## config.mk

```make
export PLATFORM = sky130hd
export DESIGN_NAME = iso_rx_context_start_filter
export DESIGN_NICKNAME = d
export VERILOG_FILES = /design/src/iso_rx_pkg.sv /design/src/iso_rx_context_start_filter.sv
export SDC_FILE = /design/constraint.sdc
export NUM_CORES = 1
export LEC_CHECK = 0
export ABC_CLOCK_PERIOD_IN_PS = 4300
export BUFFER_PORTS_ARGS = -buffer_cell sky130_fd_sc_hd__buf_2
export CAP_MARGIN = 20
export CELL_PAD_IN_SITES_DETAIL_PLACEMENT = 1
export CELL_PAD_IN_SITES_GLOBAL_PLACEMENT = 1
export CORE_MARGIN = 4
export CORE_UTILIZATION = 30
export DETAILED_ROUTE_END_ITERATION = 6
export PLACE_DENSITY_LB_ADDON = 0.1
export SLEW_MARGIN = 20
export SYNTH_ARGS = -nofsm -noshare
export SYNTH_HDL_FRONTEND = slang
export SYNTH_SLANG_ARGS = --single-unit
```

## constraint.sdc

```tcl
create_clock -name core_clk -period 4.3 [get_ports core_clk]
set_input_delay 0.86 -clock core_clk [delete_from_list [all_inputs] [get_ports core_clk]]
set_output_delay 0.86 -clock core_clk [all_outputs]
set_load 0.01 [all_outputs]
```

## src/iso_rx_pkg.sv

```systemverilog
// package: offsets, field positions, states and carriers of the receive start filter
package iso_rx_pkg;
  localparam int NUM_CTX = 4;
  localparam logic [15:0] CMD_PTR_BASE = 16'h040C;
  localparam logic [15:0] MATCH_BASE = 16'h410C;
  localparam logic [15:0] CTX_STRIDE = 16'h0020;
  localparam int TAG_EN_HI = 31;
  localparam int TAG_EN_LO = 28;
  localparam int RESERVED_BIT = 27;
  localparam int START_HI = 26;
  localparam int START_LO = 12;
  localparam int SYNC_HI = 11;
  localparam int SYNC_LO = 8;
  localparam int RESERVED_LOW_BIT = 7;
  localparam int TAG01_SYNC_FILT = 6;
  localparam int CHAN_HI = 5;
  localparam int CHAN_LO = 0;
  localparam int CT_SEC_LO = 25;
  localparam int CT_CNT_LO = 12;
  localparam logic [31:0] MATCH_RESET = 32'h0000_0000;
  localparam logic [31:0] MATCH_WMASK = 32'hF7FF_FF7F;
  localparam logic [1:0] TAG_SYNC_FILT = 2'h1;
  localparam logic [1:0] SYNC_TOP_REQ = 2'h0;

  typedef enum logic [1:0] {
    CTX_IDLE = 2'b00,
    CTX_WAIT_CYCLE = 2'b01,
    CTX_WAIT_SYNC = 2'b10,
    CTX_RECEIVE = 2'b11
  } ctx_state_t;

  typedef struct packed {
    logic valid;
    logic [5:0] channel;
    logic [1:0] tag;
    logic [3:0] sync;
  } pkt_hdr_t;

  typedef struct packed {
    logic valid;
    logic [1:0] ctx;
    logic [31:0] addr;
  } fetch_req_t;
endpackage : iso_rx_pkg

```

## src/iso_rx_context_start_filter.sv

```systemverilog
// four isochronous receive contexts: first-descriptor fetch, start cycle, sync wait, tag filter
// Behaviour
// - raising a context's run bit requests a fetch from its descriptor pointer
// - four contexts; pointer register at 40Ch plus 32 per context, read-only
// - match register per context at 410Ch plus 32 per context
// - match register can hold reception back until a chosen bus cycle
// - when asked, context waits for a packet with the programmed sync value
// - bit 31 set accepts packets with tag 11b
// - bit 30 set accepts packets with tag 10b
// - bit 29 set accepts packets with tag 01b
// - bit 28 set accepts packets with tag 00b
// - match bit 27 always reads as zero
// - run bit is owned by software; device never changes it
// - start when timer seconds low bits and cycle count equal start field
// - sync field bits 11 to 8 compared against packet sync when wait is 11b
`timescale 1ns/100ps
module iso_rx_context_start_filter (
  // clock and reset
  input wire logic core_clk,
  input wire logic nrst,
  // wishbone slave
  input wire logic wbCyc,
  input wire logic wbStb,
  input wire logic wbWe,
  input wire logic [15:0] wbAdr,
  input wire logic [3:0] wbSel,
  input wire logic [31:0] wbDatI,
  output logic [31:0] wbDatO,
  output logic wbAck,
  // joining signals from control register and descriptor engine
  input wire logic [3:0] runBit,
  input wire logic [3:0] cycleMatchEn,
  input wire logic [3:0] waitSyncEn,
  input wire logic softReset,
  input wire logic [31:0] cmdPtr [4],
  // cycle timer
  input wire logic [31:0] cycleTimer,
  // packet headers from the link
  input wire iso_rx_pkg::pkt_hdr_t pktHdr,
  // descriptor fetch request
  output iso_rx_pkg::fetch_req_t fetchReq,
  input wire logic fetchReady,
  // per-context status
  output logic [3:0] pktAccept,
  output logic [3:0] ctxReceiving
);

  logic ack_r;
  logic [31:0] datO_r;
  logic wbReq;
  logic wbWrEn;
  logic [31:0] byteMask;
  logic [31:0] rdHit [4];
  logic [31:0] rdData;
  logic [31:0] match_r [4];
  logic [3:0] runPrev_r;
  logic [3:0] runRise;
  logic [3:0] pend_r;
  logic [31:0] ptrHold_r [4];
  iso_rx_pkg::fetch_req_t fetch_r;
  logic [3:0] grant;
  logic [1:0] grantIdx;
  logic [3:0] accept_r;
  logic [3:0] pass;
  logic [14:0] timerNow;

  assign wbReq = wbCyc & wbStb;
  // write lands at the edge where the master sees ack
  assign wbWrEn = wbReq & wbWe & ack_r;
  assign wbAck = ack_r;
  assign wbDatO = datO_r;
  assign fetchReq = fetch_r;
  assign pktAccept = accept_r;
  assign timerNow = {cycleTimer[iso_rx_pkg::CT_SEC_LO +: 2],
                     cycleTimer[iso_rx_pkg::CT_CNT_LO +: 13]};

  always_comb begin
    for (int b = 0; b < 4; b++) begin
      byteMask[b*8 +: 8] = {8{wbSel[b]}};
    end
  end

  // one wait state; ack drops the cycle after it was given
  always_ff @(posedge core_clk or negedge nrst) begin
    if (!nrst) begin
      ack_r <= 1'b0;
    end else begin
      ack_r <= wbReq & ~ack_r;
    end
  end

  always_comb begin
    rdData = 32'h0000_0000;
    for (int n = 0; n < iso_rx_pkg::NUM_CTX; n++) begin
      rdData = rdData | rdHit[n];
    end
  end

  // unmapped addresses read zero and ignore writes
  always_ff @(posedge core_clk or negedge nrst) begin
    if (!nrst) begin
      datO_r <= 32'h0000_0000;
    end else if (wbReq & ~ack_r) begin
      datO_r <= rdData;
    end
  end

  always_comb begin
    runRise = runBit & ~runPrev_r;
  end

  // device only watches run, it never drives it
  always_ff @(posedge core_clk or negedge nrst) begin
    if (!nrst) begin
      runPrev_r <= 4'h0;
    end else begin
      runPrev_r <= runBit;
    end
  end

  // lowest context wins the fetch port
  always_comb begin
    grant = 4'h0;
    grantIdx = 2'h0;
    for (int n = iso_rx_pkg::NUM_CTX - 1; n >= 0; n--) begin
      if (pend_r[n]) begin
        grant = 4'h0;
        grant[n] = 1'b1;
        grantIdx = 2'(n);
      end
    end
  end

  // output stage holds the request until the engine takes it
  always_ff @(posedge core_clk or negedge nrst) begin
    if (!nrst) begin
      fetch_r <= '0;
    end else if (softReset) begin
      fetch_r <= '0;
    end else if (!fetch_r.valid || fetchReady) begin
      fetch_r.valid <= |pend_r;
      fetch_r.ctx <= grantIdx;
      fetch_r.addr <= ptrHold_r[grantIdx];
    end
  end

  genvar g;
  generate
    for (g = 0; g < iso_rx_pkg::NUM_CTX; g++) begin : gCtx
      localparam logic [15:0] PTR_ADR =
        16'(iso_rx_pkg::CMD_PTR_BASE + iso_rx_pkg::CTX_STRIDE * g);
      localparam logic [15:0] MATCH_ADR =
        16'(iso_rx_pkg::MATCH_BASE + iso_rx_pkg::CTX_STRIDE * g);
      iso_rx_pkg::ctx_state_t state_r;
      iso_rx_pkg::ctx_state_t state_nxt;
      logic hitPtr;
      logic hitMatch;
      logic chanOk;
      logic syncOk;
      logic tagOk;
      logic syncFiltOk;
      logic cycleHit;
      logic canTake;
      logic [31:0] matchRd;

      assign hitPtr = wbAdr[15:2] == PTR_ADR[15:2];
      assign hitMatch = wbAdr[15:2] == MATCH_ADR[15:2];

      // reserved bits forced low whatever was written
      always_comb begin
        matchRd = match_r[g];
        matchRd[iso_rx_pkg::RESERVED_BIT] = 1'b0;
        matchRd[iso_rx_pkg::RESERVED_LOW_BIT] = 1'b0;
      end

      always_comb begin
        rdHit[g] = 32'h0000_0000;
        if (hitPtr) begin
          rdHit[g] = cmdPtr[g];
        end else if (hitMatch) begin
          rdHit[g] = matchRd;
        end
      end

      // pointer register is read-only: bus writes never reach it
      always_ff @(posedge core_clk or negedge nrst) begin
        if (!nrst) begin
          match_r[g] <= iso_rx_pkg::MATCH_RESET;
        end else if (wbWrEn && hitMatch) begin
          match_r[g] <= (match_r[g] & ~(byteMask & iso_rx_pkg::MATCH_WMASK))
                      | (wbDatI & byteMask & iso_rx_pkg::MATCH_WMASK);
        end
      end

      // pointer captured at start so a later change cannot skew the fetch
      always_ff @(posedge core_clk or negedge nrst) begin
        if (!nrst) begin
          ptrHold_r[g] <= 32'h0000_0000;
        end else if (runRise[g]) begin
          ptrHold_r[g] <= cmdPtr[g];
        end
      end

      // a new start wins over the grant clearing the same bit
      always_ff @(posedge core_clk or negedge nrst) begin
        if (!nrst) begin
          pend_r[g] <= 1'b0;
        end else if (softReset) begin
          pend_r[g] <= 1'b0;
        end else if (runRise[g]) begin
          pend_r[g] <= 1'b1;
        end else if (grant[g] && (!fetch_r.valid || fetchReady)) begin
          pend_r[g] <= 1'b0;
        end
      end

      assign cycleHit = timerNow ==
        match_r[g][iso_rx_pkg::START_HI:iso_rx_pkg::START_LO];
      assign chanOk = pktHdr.valid &&
        pktHdr.channel == match_r[g][iso_rx_pkg::CHAN_HI:iso_rx_pkg::CHAN_LO];
      assign syncOk = pktHdr.sync ==
        match_r[g][iso_rx_pkg::SYNC_HI:iso_rx_pkg::SYNC_LO];

      // each tag value has its own enable; all clear accepts nothing
      always_comb begin
        unique case (pktHdr.tag)
          2'h3: tagOk = match_r[g][31];
          2'h2: tagOk = match_r[g][30];
          2'h1: tagOk = match_r[g][29];
          2'h0: tagOk = match_r[g][28];
        endcase
      end

      assign syncFiltOk = !(match_r[g][iso_rx_pkg::TAG01_SYNC_FILT] &&
        pktHdr.tag == iso_rx_pkg::TAG_SYNC_FILT) ||
        pktHdr.sync[3:2] == iso_rx_pkg::SYNC_TOP_REQ;

      always_comb begin
        state_nxt = state_r;
        canTake = 1'b0;
        unique case (state_r)
          iso_rx_pkg::CTX_IDLE: begin
            if (runRise[g]) begin
              if (cycleMatchEn[g]) begin
                state_nxt = iso_rx_pkg::CTX_WAIT_CYCLE;
              end else if (waitSyncEn[g]) begin
                state_nxt = iso_rx_pkg::CTX_WAIT_SYNC;
              end else begin
                state_nxt = iso_rx_pkg::CTX_RECEIVE;
              end
            end
          end
          iso_rx_pkg::CTX_WAIT_CYCLE: begin
            if (cycleHit) begin
              state_nxt = waitSyncEn[g] ? iso_rx_pkg::CTX_WAIT_SYNC
                                        : iso_rx_pkg::CTX_RECEIVE;
            end
          end
          iso_rx_pkg::CTX_WAIT_SYNC: begin
            // the packet that carries the sync is itself taken
            if (chanOk && syncOk) begin
              state_nxt = iso_rx_pkg::CTX_RECEIVE;
              canTake = 1'b1;
            end
          end
          iso_rx_pkg::CTX_RECEIVE: begin
            canTake = 1'b1;
          end
        endcase
        if (!runBit[g]) begin
          state_nxt = iso_rx_pkg::CTX_IDLE;
          canTake = 1'b0;
        end
      end

      always_ff @(posedge core_clk or negedge nrst) begin
        if (!nrst) begin
          state_r <= iso_rx_pkg::CTX_IDLE;
        end else if (softReset) begin
          state_r <= iso_rx_pkg::CTX_IDLE;
        end else begin
          state_r <= state_nxt;
        end
      end

      assign pass[g] = canTake && chanOk && tagOk && syncFiltOk;

      always_ff @(posedge core_clk or negedge nrst) begin
        if (!nrst) begin
          accept_r[g] <= 1'b0;
          ctxReceiving[g] <= 1'b0;
        end else begin
          accept_r[g] <= pass[g] & ~softReset;
          ctxReceiving[g] <= state_nxt == iso_rx_pkg::CTX_RECEIVE && !softReset;
        end
      end
    end
  endgenerate

endmodule : iso_rx_context_start_filter

```

==> flow_summary.json, run 1 <==
{
  "htreeDepth": 2,
  "yosys.cell_types.count": 64,
  "cts.path.max_buffers": 3,
  "cts_tree": "built",
  "synthToLayoutAreaGrowth_pct": 22.7,
  "hp-class": "input pin to async pin",
  "period_minus_slack_ps": 2740,
  "start_kind": "flop",
  "critPathLaunch": "pend_r[0]$_DFFE_PN0P_",
  "wl_met1_um": 33100,
  "postLayoutCoreUtil": 0.375,
  "die_h_um": 249,
  "setup_slack_ps": 1560,
  "fin_crit_sh": 0.636,
  "cts_hold_buffers": 0,
  "syn_area_um2": 17400,
  "drive_above_1_share": 0.359,
  "portBuffers": 298,
  "ys.flop_type": "dfrtp_1",
  "clockRootBuffer": "clkbuf_16",
  "vias": 14200,
  "cts.sinks": 340,
  "clk_pin_slew_ps": 50,
  "final-hold-violation-count": 0,
  "critPathCaptureType": "flop",
  "wl_per_cell_um": 27.4,
  "grt_usage": 0.232,
  "fp.dieArea_um2": 61900,
  "max_cap_viol_count": 0,
  "grt_pass1_wl_um": 108000,
  "wl_met2_um": 34300,
  "grt_overflow": 0,
  "crit_arrival_ps": 3150,
  "cp_top_family": "compound AO/OA/AOI/OAI gates",
  "status": "complete, no violations",
  "grt_start_max_net_pins": 100,
  "syn_avg_cell_area_um2": 10.9,
  "synth-edff-count": 0,
  "postCtsSetupRepairBufs": 0,
  "cts-resized-gates": 0,
  "cts_buffers": 44,
  "p_leak_nw": 9.62,
  "max_freq_ghz": 0.366,
  "pre_cts_ws_ps": 1040,
  "finalSetupViolations": 0,
  "multi_input_area_um2": 8350,
  "viasPerCell": 5.30,
  "dp_hpwl_um": 54900,
  "path_cells": "o21ba_2, buf_4, mux2_2, o211ai_1, a21oi_1",
  "peakVddDrop_mv": 0.275,
  "synthesis.nets": 1846,
  "ff_latch_area_um2": 8510,
  "place_congestion": 0.871,
  "slew_viol_final": 0,
  "ys_seq_elements": 340,
  "antenna_left": 0,
  "tns_ps": 0,
  "met3_length_um": 3870,
  "ys_warn_count": 0,
  "drtIter0Drc": 931,
  "finalNetCount": 2139,
  "crit_fanout": 38,
  "die_x_um": 249,
  "antenna_found_initial": 15,
  "grt_pass1_vias": 15400,
  "drtPass1Iterations": 5,
  "ys_seq_area_frac": 0.489,
  "drcViolationCount": 0,
  "slowest_delay_ps": 810,
  "worstPathRequired_ps": 4710,
  "ios": 320,
  "rsz0062_at_grt": "no",
  "cp_num_buf_inv": 1,
  "tightest_slew_ps": 949,
  "fp-row-count": 87,
  "fillers": 6256,
  "routed_wl_um": 73700,
  "clkLatencyLatePin_ps": 570,
  "maxUsedRoutingLayer": "met5",
  "r2r_start": "pend_r[0]$_DFFE_PN0P_",
  "slew_headroom": 0.368,
  "p_per_area_nw_per_um2": 399,
  "coreArea_um2": 56800,
  "start_util": 0.306,
  "crit_slowest_cell": "o21ba_2",
  "finClkSkew_ps": 13.4,
  "synthArstFlopShare": 1.00,
  "crit_type": "flop to flop",
  "syn_inst": 1602
}
==> worst paths after layout <==
check,end,slack (ps),cells past startpoint
max in group asynchronous,async pin,2990,2
setup / recovery,fetchReq[3]$_DFFE_PN0P_,1560,5
min in group core_clk,runPrev_r[1]$_DFF_PN0_,450,1
hold / removal,fetchReq[32]$_DFFE_PN0P_,330,1
hold reg to reg,ptrHold_r[13]$_DFFE_PN0P_,480,2
setup reg to reg,fetchReq[3]$_DFFE_PN0P_,1560,5
==> placed cells by master (no fill, tap or decap), types with 45 or more instances in the layout <==
| cell | netlist | final |
|---|---|---|
| dfrtp_1 | 340 | 339 |
| xor2_1 | 54 | 54 |
| buf_2 | 12 | 296 |
| a21oi_1 | 86 | 86 |
| clkbuf_16 | 0 | 45 |
| nor2_1 | 62 | 62 |
| inv_1 | 51 | 51 |
| mux2i_1 | 55 | 55 |
| mux2_2 | 237 | 237 |
| o211ai_1 | 69 | 69 |
| xnor2_1 | 46 | 46 |
| o22ai_1 | 52 | 52 |
| nand2_1 | 182 | 182 |
| o21ai_0 | 47 | 47 |
==> cell families after synthesis <==
logic type | share of synthesized area
AO/OA/AOI/OAI | 0.125
XOR/XNOR | 0.0504
buffers and inverters | 0.0328
flip-flops | 0.489
multiplexers | 0.190
AND/OR/NAND/NOR | 0.112
==> final cells by class <==
cell class	count	area share
Antenna cell	4	0.000469
Sequential cell	340	0.399
Clock inverter	9	0.00563
Clock buffer	66	0.0607
Timing Repair Buffer	342	0.0889
Inverter	53	0.00933
Tap cell	756	0.0444
Multi-Input combinational cell	1114	0.392
==> metrics by stage <==
| step | area, um2 | power (mW) | hold WS (ps) | instances |
|---|---|---|---|---|
| CTS | 21300 | 8.65 | 383 | 2680 |
| global placement | 19900 | 4.86 | 459 | 2605 |
| detailed placement | 19900 | 4.90 | 464 | 2605 |
| floorplan | 17400 | 4.24 | 447 | 1602 |
| global route | 21300 | 8.89 | 401 | 2682 |
| finish | 21300 | 8.52 | 333 | 2684 |
==> metal layers <==
| layer | global-route usage | vias to the layer above |
|---|---|---|
| met1 | 0.310 | 7298 |
| li1 | - | 6402 |
| met3 | 0.0512 | 130 |
| met5 | 0 | - |
| met4 | 0.0763 | 18 |
| met2 | 0.376 | 370 |
==> report_power, final <==
part	internal, mW	switching (mW)	total, mW	leakage [nW]
Combinational	0.490	0.726	1.22	4.53
Sequential	3.46	0.158	3.62	4.39
Clock	2.24	1.44	3.68	0.699
Total	6.19	2.33	8.52	9.62
==> cells in the mapped netlist, types with 10 or more instances <==
master    count  share of area
dfrtp_1     340           0.49
mux2_2      237           0.15
nand2_1     182          0.039
a21oi_1      86          0.025
clkbuf_1     76          0.016
o211ai_1     69          0.030
nor2_1       62          0.013
mux2i_1      55          0.032
xor2_1       54          0.027
o22ai_1      52          0.019
inv_1        51          0.011
o21ai_0      47          0.014
xnor2_1      46          0.023
a31oi_1      21         0.0076
nor4_1       20         0.0072
nor3_1       18         0.0052
nor2_4       16          0.010
a222oi_1     15         0.0086
nand4_1      15         0.0054
buf_2        12         0.0035
nand3_1      12         0.0035
a22oi_1      11         0.0048
nand2b_1     10         0.0036
No activity file was read; power rests on OpenSTA's default activity.
==> run 2: changes to the inputs <==
--- a/config.mk
+++ b/config.mk
@@ -5,7 +5,8 @@
 export SDC_FILE = /design/constraint.sdc
 export NUM_CORES = 1
 export LEC_CHECK = 0
-export ABC_CLOCK_PERIOD_IN_PS = 4300
+export ABC_AREA = 1
+export ABC_CLOCK_PERIOD_IN_PS = 2400
 export BUFFER_PORTS_ARGS = -buffer_cell sky130_fd_sc_hd__buf_2
 export CAP_MARGIN = 20
 export CELL_PAD_IN_SITES_DETAIL_PLACEMENT = 1
==> constraint.sdc (replaced) <==
create_clock -name core_clk -period 2.4 [get_ports core_clk]
set_input_delay 0.48 -clock core_clk [delete_from_list [all_inputs] [get_ports core_clk]]
set_output_delay 0.48 -clock core_clk [all_outputs]
set_load 0.01 [all_outputs]
==> flow_summary.json, run 2 <==
{
  "start_util": 0.304,
  "yosys-top-cells-count": "854 x nand2_1, 340 x dfrtp_1, 318 x inv_1",
  "routed_wl_um": 77300,
  "p_per_area_nw_per_um2": 656,
  "portBuffers": 298,
  "clk_pin_slew_ps": 60,
  "drive_above_1_share": 0.166,
  "synthTopCellsByArea": "dfrtp_1 47%, nand2_1 18%, nand3_1 7.1%",
  "synth.most_common_cell": "nand2_1",
  "crit_fanout": 9,
  "yosysTopAreaCell": "dfrtp_1",
  "synth-edff-count": 0,
  "cts.path.max_buffers": 3,
  "grt-busiest-layer": "met1",
  "slew_viol_final": 0,
  "syn_inst": 2487,
  "antenna_left": 0,
  "peakVddDrop_mv": 0.421,
  "finalSetupViolations": 0,
  "cts.sinks": 340,
  "final-hold-violation-count": 0,
  "rrSetupSlack_ps": 510,
  "grt_start_max_net_pins": 85,
  "gr-usage-met1": 0.362,
  "vias": 17600,
  "postLayoutCoreUtil": 0.373,
  "cts_tree": "built",
  "dp_hpwl_um": 61200,
  "finalNetCount": 3029,
  "met2_usage": 0.356,
  "mostFrequentLayoutCell": "nand2_1",
  "slew_headroom": 0.573,
  "wl_per_cell_um": 21.5,
  "drtIter0Drc": 1371,
  "cts_buffers": 42,
  "drcViolationCount": 0,
  "grt_overflow": 0,
  "synthToLayoutAreaGrowth_pct": 22.8,
  "start_kind": "flop",
  "fillers": 7418,
  "synth_top_area_share": 0.475,
  "syn_area_um2": 17900,
  "critPathCaptureType": "flop",
  "cts-resized-gates": 0,
  "rsz0062_at_grt": "no",
  "die_h_um": 252,
  "drtPass1Iterations": 5,
  "ys.flop_type": "dfrtp_1",
  "postCtsSetupRepairBufs": 0,
  "ios": 320,
  "p_leak_nw": 11.3,
  "synthesis.nets": 2731,
  "grt_pass1_vias": 17900,
  "fp-row-count": 89,
  "fp.dieArea_um2": 63700,
  "yosys.cell_types.count": 38,
  "crit_type": "flop to flop",
  "max_freq_ghz": 0.528,
  "grt_usage": 0.239,
  "status": "complete, no violations",
  "coreArea_um2": 59000,
  "cts_hold_buffers": 3,
  "max_cap_viol_count": 0,
  "synthArstFlopShare": 1.00,
  "die_x_um": 252,
  "tns_ps": 0,
  "period_minus_slack_ps": 1890,
  "hp-class": "input pin to flop",
  "total_power_mw": 14.4,
  "ys_warn_count": 0,
  "final_cell_mix": "853 x nand2_1, 340 x dfrtp_1, 317 x inv_1",
  "ys_seq_area_frac": 0.475,
  "syn_avg_cell_area_um2": 7.20,
  "clockRootBuffer": "clkbuf_16",
  "finClkSkew_ps": 17.3,
  "viasPerCell": 4.91,
  "worstPathRequired_ps": 2830,
  "clkLatencyLatePin_ps": 570,
  "htreeDepth": 2,
  "ys_seq_elements": 340,
  "fin_crit_sh": 0.789,
  "use_met3": 0.0418,
  "place_congestion": 0.912,
  "crit_arrival_ps": 2330,
  "antenna_found_initial": 12,
  "tightest_slew_ps": 640,
  "grt_pass1_wl_um": 115000
}
==> run 2: path summary, 6_finish.rpt <==
check                                               start                        end  depth (start not counted)
worst max-delay path                pend_r[3]$_DFFE_PN0P_    fetchReq[5]$_DFFE_PN0P_                          6
worst min-delay path                            runBit[2]     runPrev_r[2]$_DFF_PN0_                          1
worst max register to register      pend_r[3]$_DFFE_PN0P_    fetchReq[5]$_DFFE_PN0P_                          6
worst min register to register  ptrHold_r[89]$_DFFE_PN0P_  ptrHold_r[89]$_DFFE_PN0P_                          2
max in group asynchronous                            nrst                  async pin                          3
min in group asynchronous                            nrst  ptrHold_r[65]$_DFFE_PN0P_                          2
==> run 2: through the flow <==
stage | cells | hold slack, ps | setup WS (ps) | area [um2]
global route | 3589 | 42.7 | 324 | 22000
global placement | 3511 | 429 | 242 | 20600
finish | 3590 | 48.0 | 507 | 22000
floorplan | 2487 | 184 | 684 | 17900
CTS | 3587 | 11.8 | 531 | 22000
detailed placement | 3511 | 426 | 190 | 20600
==> run 2: final cells by class <==
cell class | instances | area (um2) | share of cell area
Tap cell | 773 | 967 | 0.0440
Clock inverter | 13 | 126 | 0.00574
Inverter | 322 | 1210 | 0.0549
Sequential cell | 340 | 8510 | 0.387
Antenna cell | 3 | 7.51 | 0.000341
Multi-Input combinational cell | 1708 | 7750 | 0.353
Clock buffer | 60 | 1230 | 0.0559
Timing Repair Buffer | 371 | 2190 | 0.0998
==> run 2: critical path, cell delays in order, from the launching register on <==
cell and delay [ps]:
dfrtp_1 400, o21ai_0 410, inv_1 280, buf_4 250, buf_4 160, o211ai_1 110
o221ai_1 140
==> run 2: logic make-up after synthesis <==
| family | Yosys count | share of synthesized area |
|---|---|---|
| AO/OA/AOI/OAI | 391 | 0.122 |
| XOR/XNOR | 26 | 0.0127 |
| buffers and inverters | 439 | 0.0946 |
| flip-flops | 340 | 0.475 |
| AND/OR/NAND/NOR | 1291 | 0.295 |
==> run 2: power by group <==
part           switching [mW]  internal [mW]
combinational            1.16          0.581
sequential              0.221           6.11
clock                    2.60           3.77
==> run 2: layer usage <==
metal / up-vias / routed length [um]
met5: - / 71
met4: 12 / 1560
met3: 87 / 4310
met2: 419 / 33100
met1: 8620 / 38300
li1: 8506 / -
==> run 3: changes to the inputs <==
--- a/config.mk
+++ b/config.mk
@@ -6,7 +6,7 @@
 export NUM_CORES = 1
 export LEC_CHECK = 0
 export ABC_AREA = 1
-export ABC_CLOCK_PERIOD_IN_PS = 2400
+export ABC_CLOCK_PERIOD_IN_PS = 1570
 export BUFFER_PORTS_ARGS = -buffer_cell sky130_fd_sc_hd__buf_2
 export CAP_MARGIN = 20
 export CELL_PAD_IN_SITES_DETAIL_PLACEMENT = 1
==> constraint.sdc (replaced) <==
create_clock -name core_clk -period 1.57 [get_ports core_clk]
set_input_delay 0.314 -clock core_clk [delete_from_list [all_inputs] [get_ports core_clk]]
set_output_delay 0.314 -clock core_clk [all_outputs]
set_load 0.01 [all_outputs]
==> flow_summary.json, run 3 (same netlist as run 2, synthesis figures left out) <==
{
  "status": "complete, no violations",
  "fp.dieArea_um2": 63700,
  "p_seq_frac": 0.425,
  "mostFrequentLayoutCell": "nand2_1",
  "p_per_area_nw_per_um2": 939,
  "grt_overflow": 0,
  "r2r-end": "fetchReq[15]$_DFFE_PN0P_",
  "place_congestion": 0.880,
  "p_int_mw": 16.4,
  "finClkSkew_ps": 14.6,
  "die_h_um": 252,
  "combPwrFrac": 0.133,
  "coreArea_um2": 59000,
  "clkLatencyLatePin_ps": 570,
  "drive_above_1_share": 0.228,
  "drcViolationCount": 0,
  "cts.sinks": 340,
  "antenna_found_initial": 9,
  "hold_end": "ptrHold_r[6]$_DFFE_PN0P_",
  "hp-class": "input pin to flop",
  "p_leak_nw": 12.5,
  "dp.cells": 3647,
  "critPathCaptureType": "flop",
  "tns_ps": 0,
  "swShare": 0.279,
  "crit_type": "flop to flop",
  "slew_headroom": 0.702,
  "grt_pass1_wl_um": 120000,
  "max_cap_viol_count": 0,
  "start_kind": "flop",
  "period_minus_slack_ps": 1520,
  "synthToLayoutAreaGrowth_pct": 35.4,
  "final_cell_mix": "843 x nand2_1, 334 x dfrtp_1, 315 x inv_1",
  "antenna_left": 0,
  "postLayoutCoreUtil": 0.411,
  "finalNetCount": 3235,
  "r2r_start": "pend_r[2]$_DFFE_PN0P_",
  "drtPass1Iterations": 5,
  "final-hold-violation-count": 0,
  "fin_crit_sh": 0.969,
  "finalSetupViolations": 0,
  "dp_hpwl_um": 63400,
  "crit_fanout": 13,
  "min_from": "cmdPtr[6]",
  "power.share.clock": 0.441,
  "ios": 320,
  "worstPathRequired_ps": 2030,
  "rsz0062_at_grt": "yes",
  "die_x_um": 252,
  "cts.path.max_buffers": 3,
  "crit_arrival_ps": 1980,
  "htreeDepth": 2,
  "grt_pass1_vias": 19000,
  "instances_no_fill": 3801,
  "grt_usage": 0.248,
  "dpl_cell_area_um2": 21900,
  "fp-row-count": 89,
  "slew_viol_final": 0,
  "clockRootBuffer": "clkbuf_16",
  "drtIter0Drc": 1261,
  "min_path_cells": 3,
  "clk_pin_slew_ps": 60,
  "cts_tree": "built",
  "worstRegToRegCells": 9,
  "peakVddDrop_mv": 0.643,
  "routed_wl_um": 80700,
  "grt_start_max_net_pins": 58,
  "cts_buffers": 43,
  "portBuffers": 298,
  "wl_per_cell_um": 21.2,
  "tightest_slew_ps": 443,
  "rrSetupSlack_ps": 50,
  "viasPerCell": 4.89,
  "design_area_um2": 24300,
  "max_freq_ghz": 0.657,
  "p_sw_mw": 6.34,
  "start_util": 0.304,
  "vias": 18600
}
[run 3: changes by cell type in the layout (fill, tap and decap cells not counted), sizes merged]
cell         change
buf            +162
clkinvlp         +1
clkinv           +2
clkbuf           +3
diode            +1
dlygate4sd3     +43
inv              -1
[run 3: power groups by stage]
stage	clock network, mW	logic [mW]	registers, mW
after global placement	0	2.82	9.80
after floorplan	0	1.19	9.77
final	10.1	3.03	9.69
after CTS	10.3	3.00	9.67
after global routing	10.7	3.37	9.74
after detailed placement	0	2.88	9.82
[run 3: critical path: stages (launching register included)]
cell     delay, ps
dfrtp_1        400
inv_1           90
nand2_2         60
nand2_2         70
nand2_2         80
buf_12         160
buf_4          150
a21oi_2        110
o21ai_0         80
a22o_1         190
[run 3: per-layer routing]
layer | up-vias | GRT usage | part of all wire
met5 | - | 0 | 0.00043
met4 | 6 | 0.0586 | 0.023
met3 | 97 | 0.0419 | 0.057
met2 | 463 | 0.369 | 0.43
met1 | 9116 | 0.377 | 0.49
li1 | 8920 | - | -
[run 3: repair_timing]
| item | CTS | global route |
|---|---|---|
| hold buffers | 46 | 0 |
| resized for setup | 8 | 75 |
| hold endpoints to repair | 161 | 0 |
| setup endpoints to repair | 15 | 70 |
| setup buffers | 6 | 20 |
| pin swaps | 1 | 28 |
[run 3: metrics by stage]
| stage | worst slack (ps) | power (mW) | hold WS [ps] |
|---|---|---|---|
| after floorplan | 19.9 | 11.0 | 18.4 |
| after global placement | -338 | 12.6 | 227 |
| after detailed placement | -354 | 12.7 | 230 |
| after CTS | 5.30 | 22.9 | 0.607 |
| after global routing | -78.2 | 23.8 | 14.2 |
| final | 48.8 | 22.8 | 23.5 |
[run 3: how the worst max path moves through the flow]
| stage | endpoint | slack (ps) | from |
|---|---|---|---|
| after floorplan | flop | 20 | wbAdr[13] |
| after global placement | wbDatO[23]$_DFFE_PN0P_ | -340 | wbAdr[13] |
| after detailed placement | wbDatO[23]$_DFFE_PN0P_ | -350 | wbAdr[13] |
| after CTS | gCtx[0].state_r[0]$_DFF_PN0_ | 5 | flop |
| after global routing | ctxReceiving[2]$_DFF_PN0_ | -80 | flop |
| final | fetchReq[15]$_DFFE_PN0P_ | 50 | pend_r[2]$_DFFE_PN0P_ |
[run 3: cell type report]
class                   count  area, um2
fillers                  7304      34800
clock inverters            15        140
well taps                 773        967
clock buffers              63       1270
inverters                 322       1210
repair buffers            576       4200
flip-flops and latches    340       8520
multi-input cells        1708       7940
diodes                      4       10.0
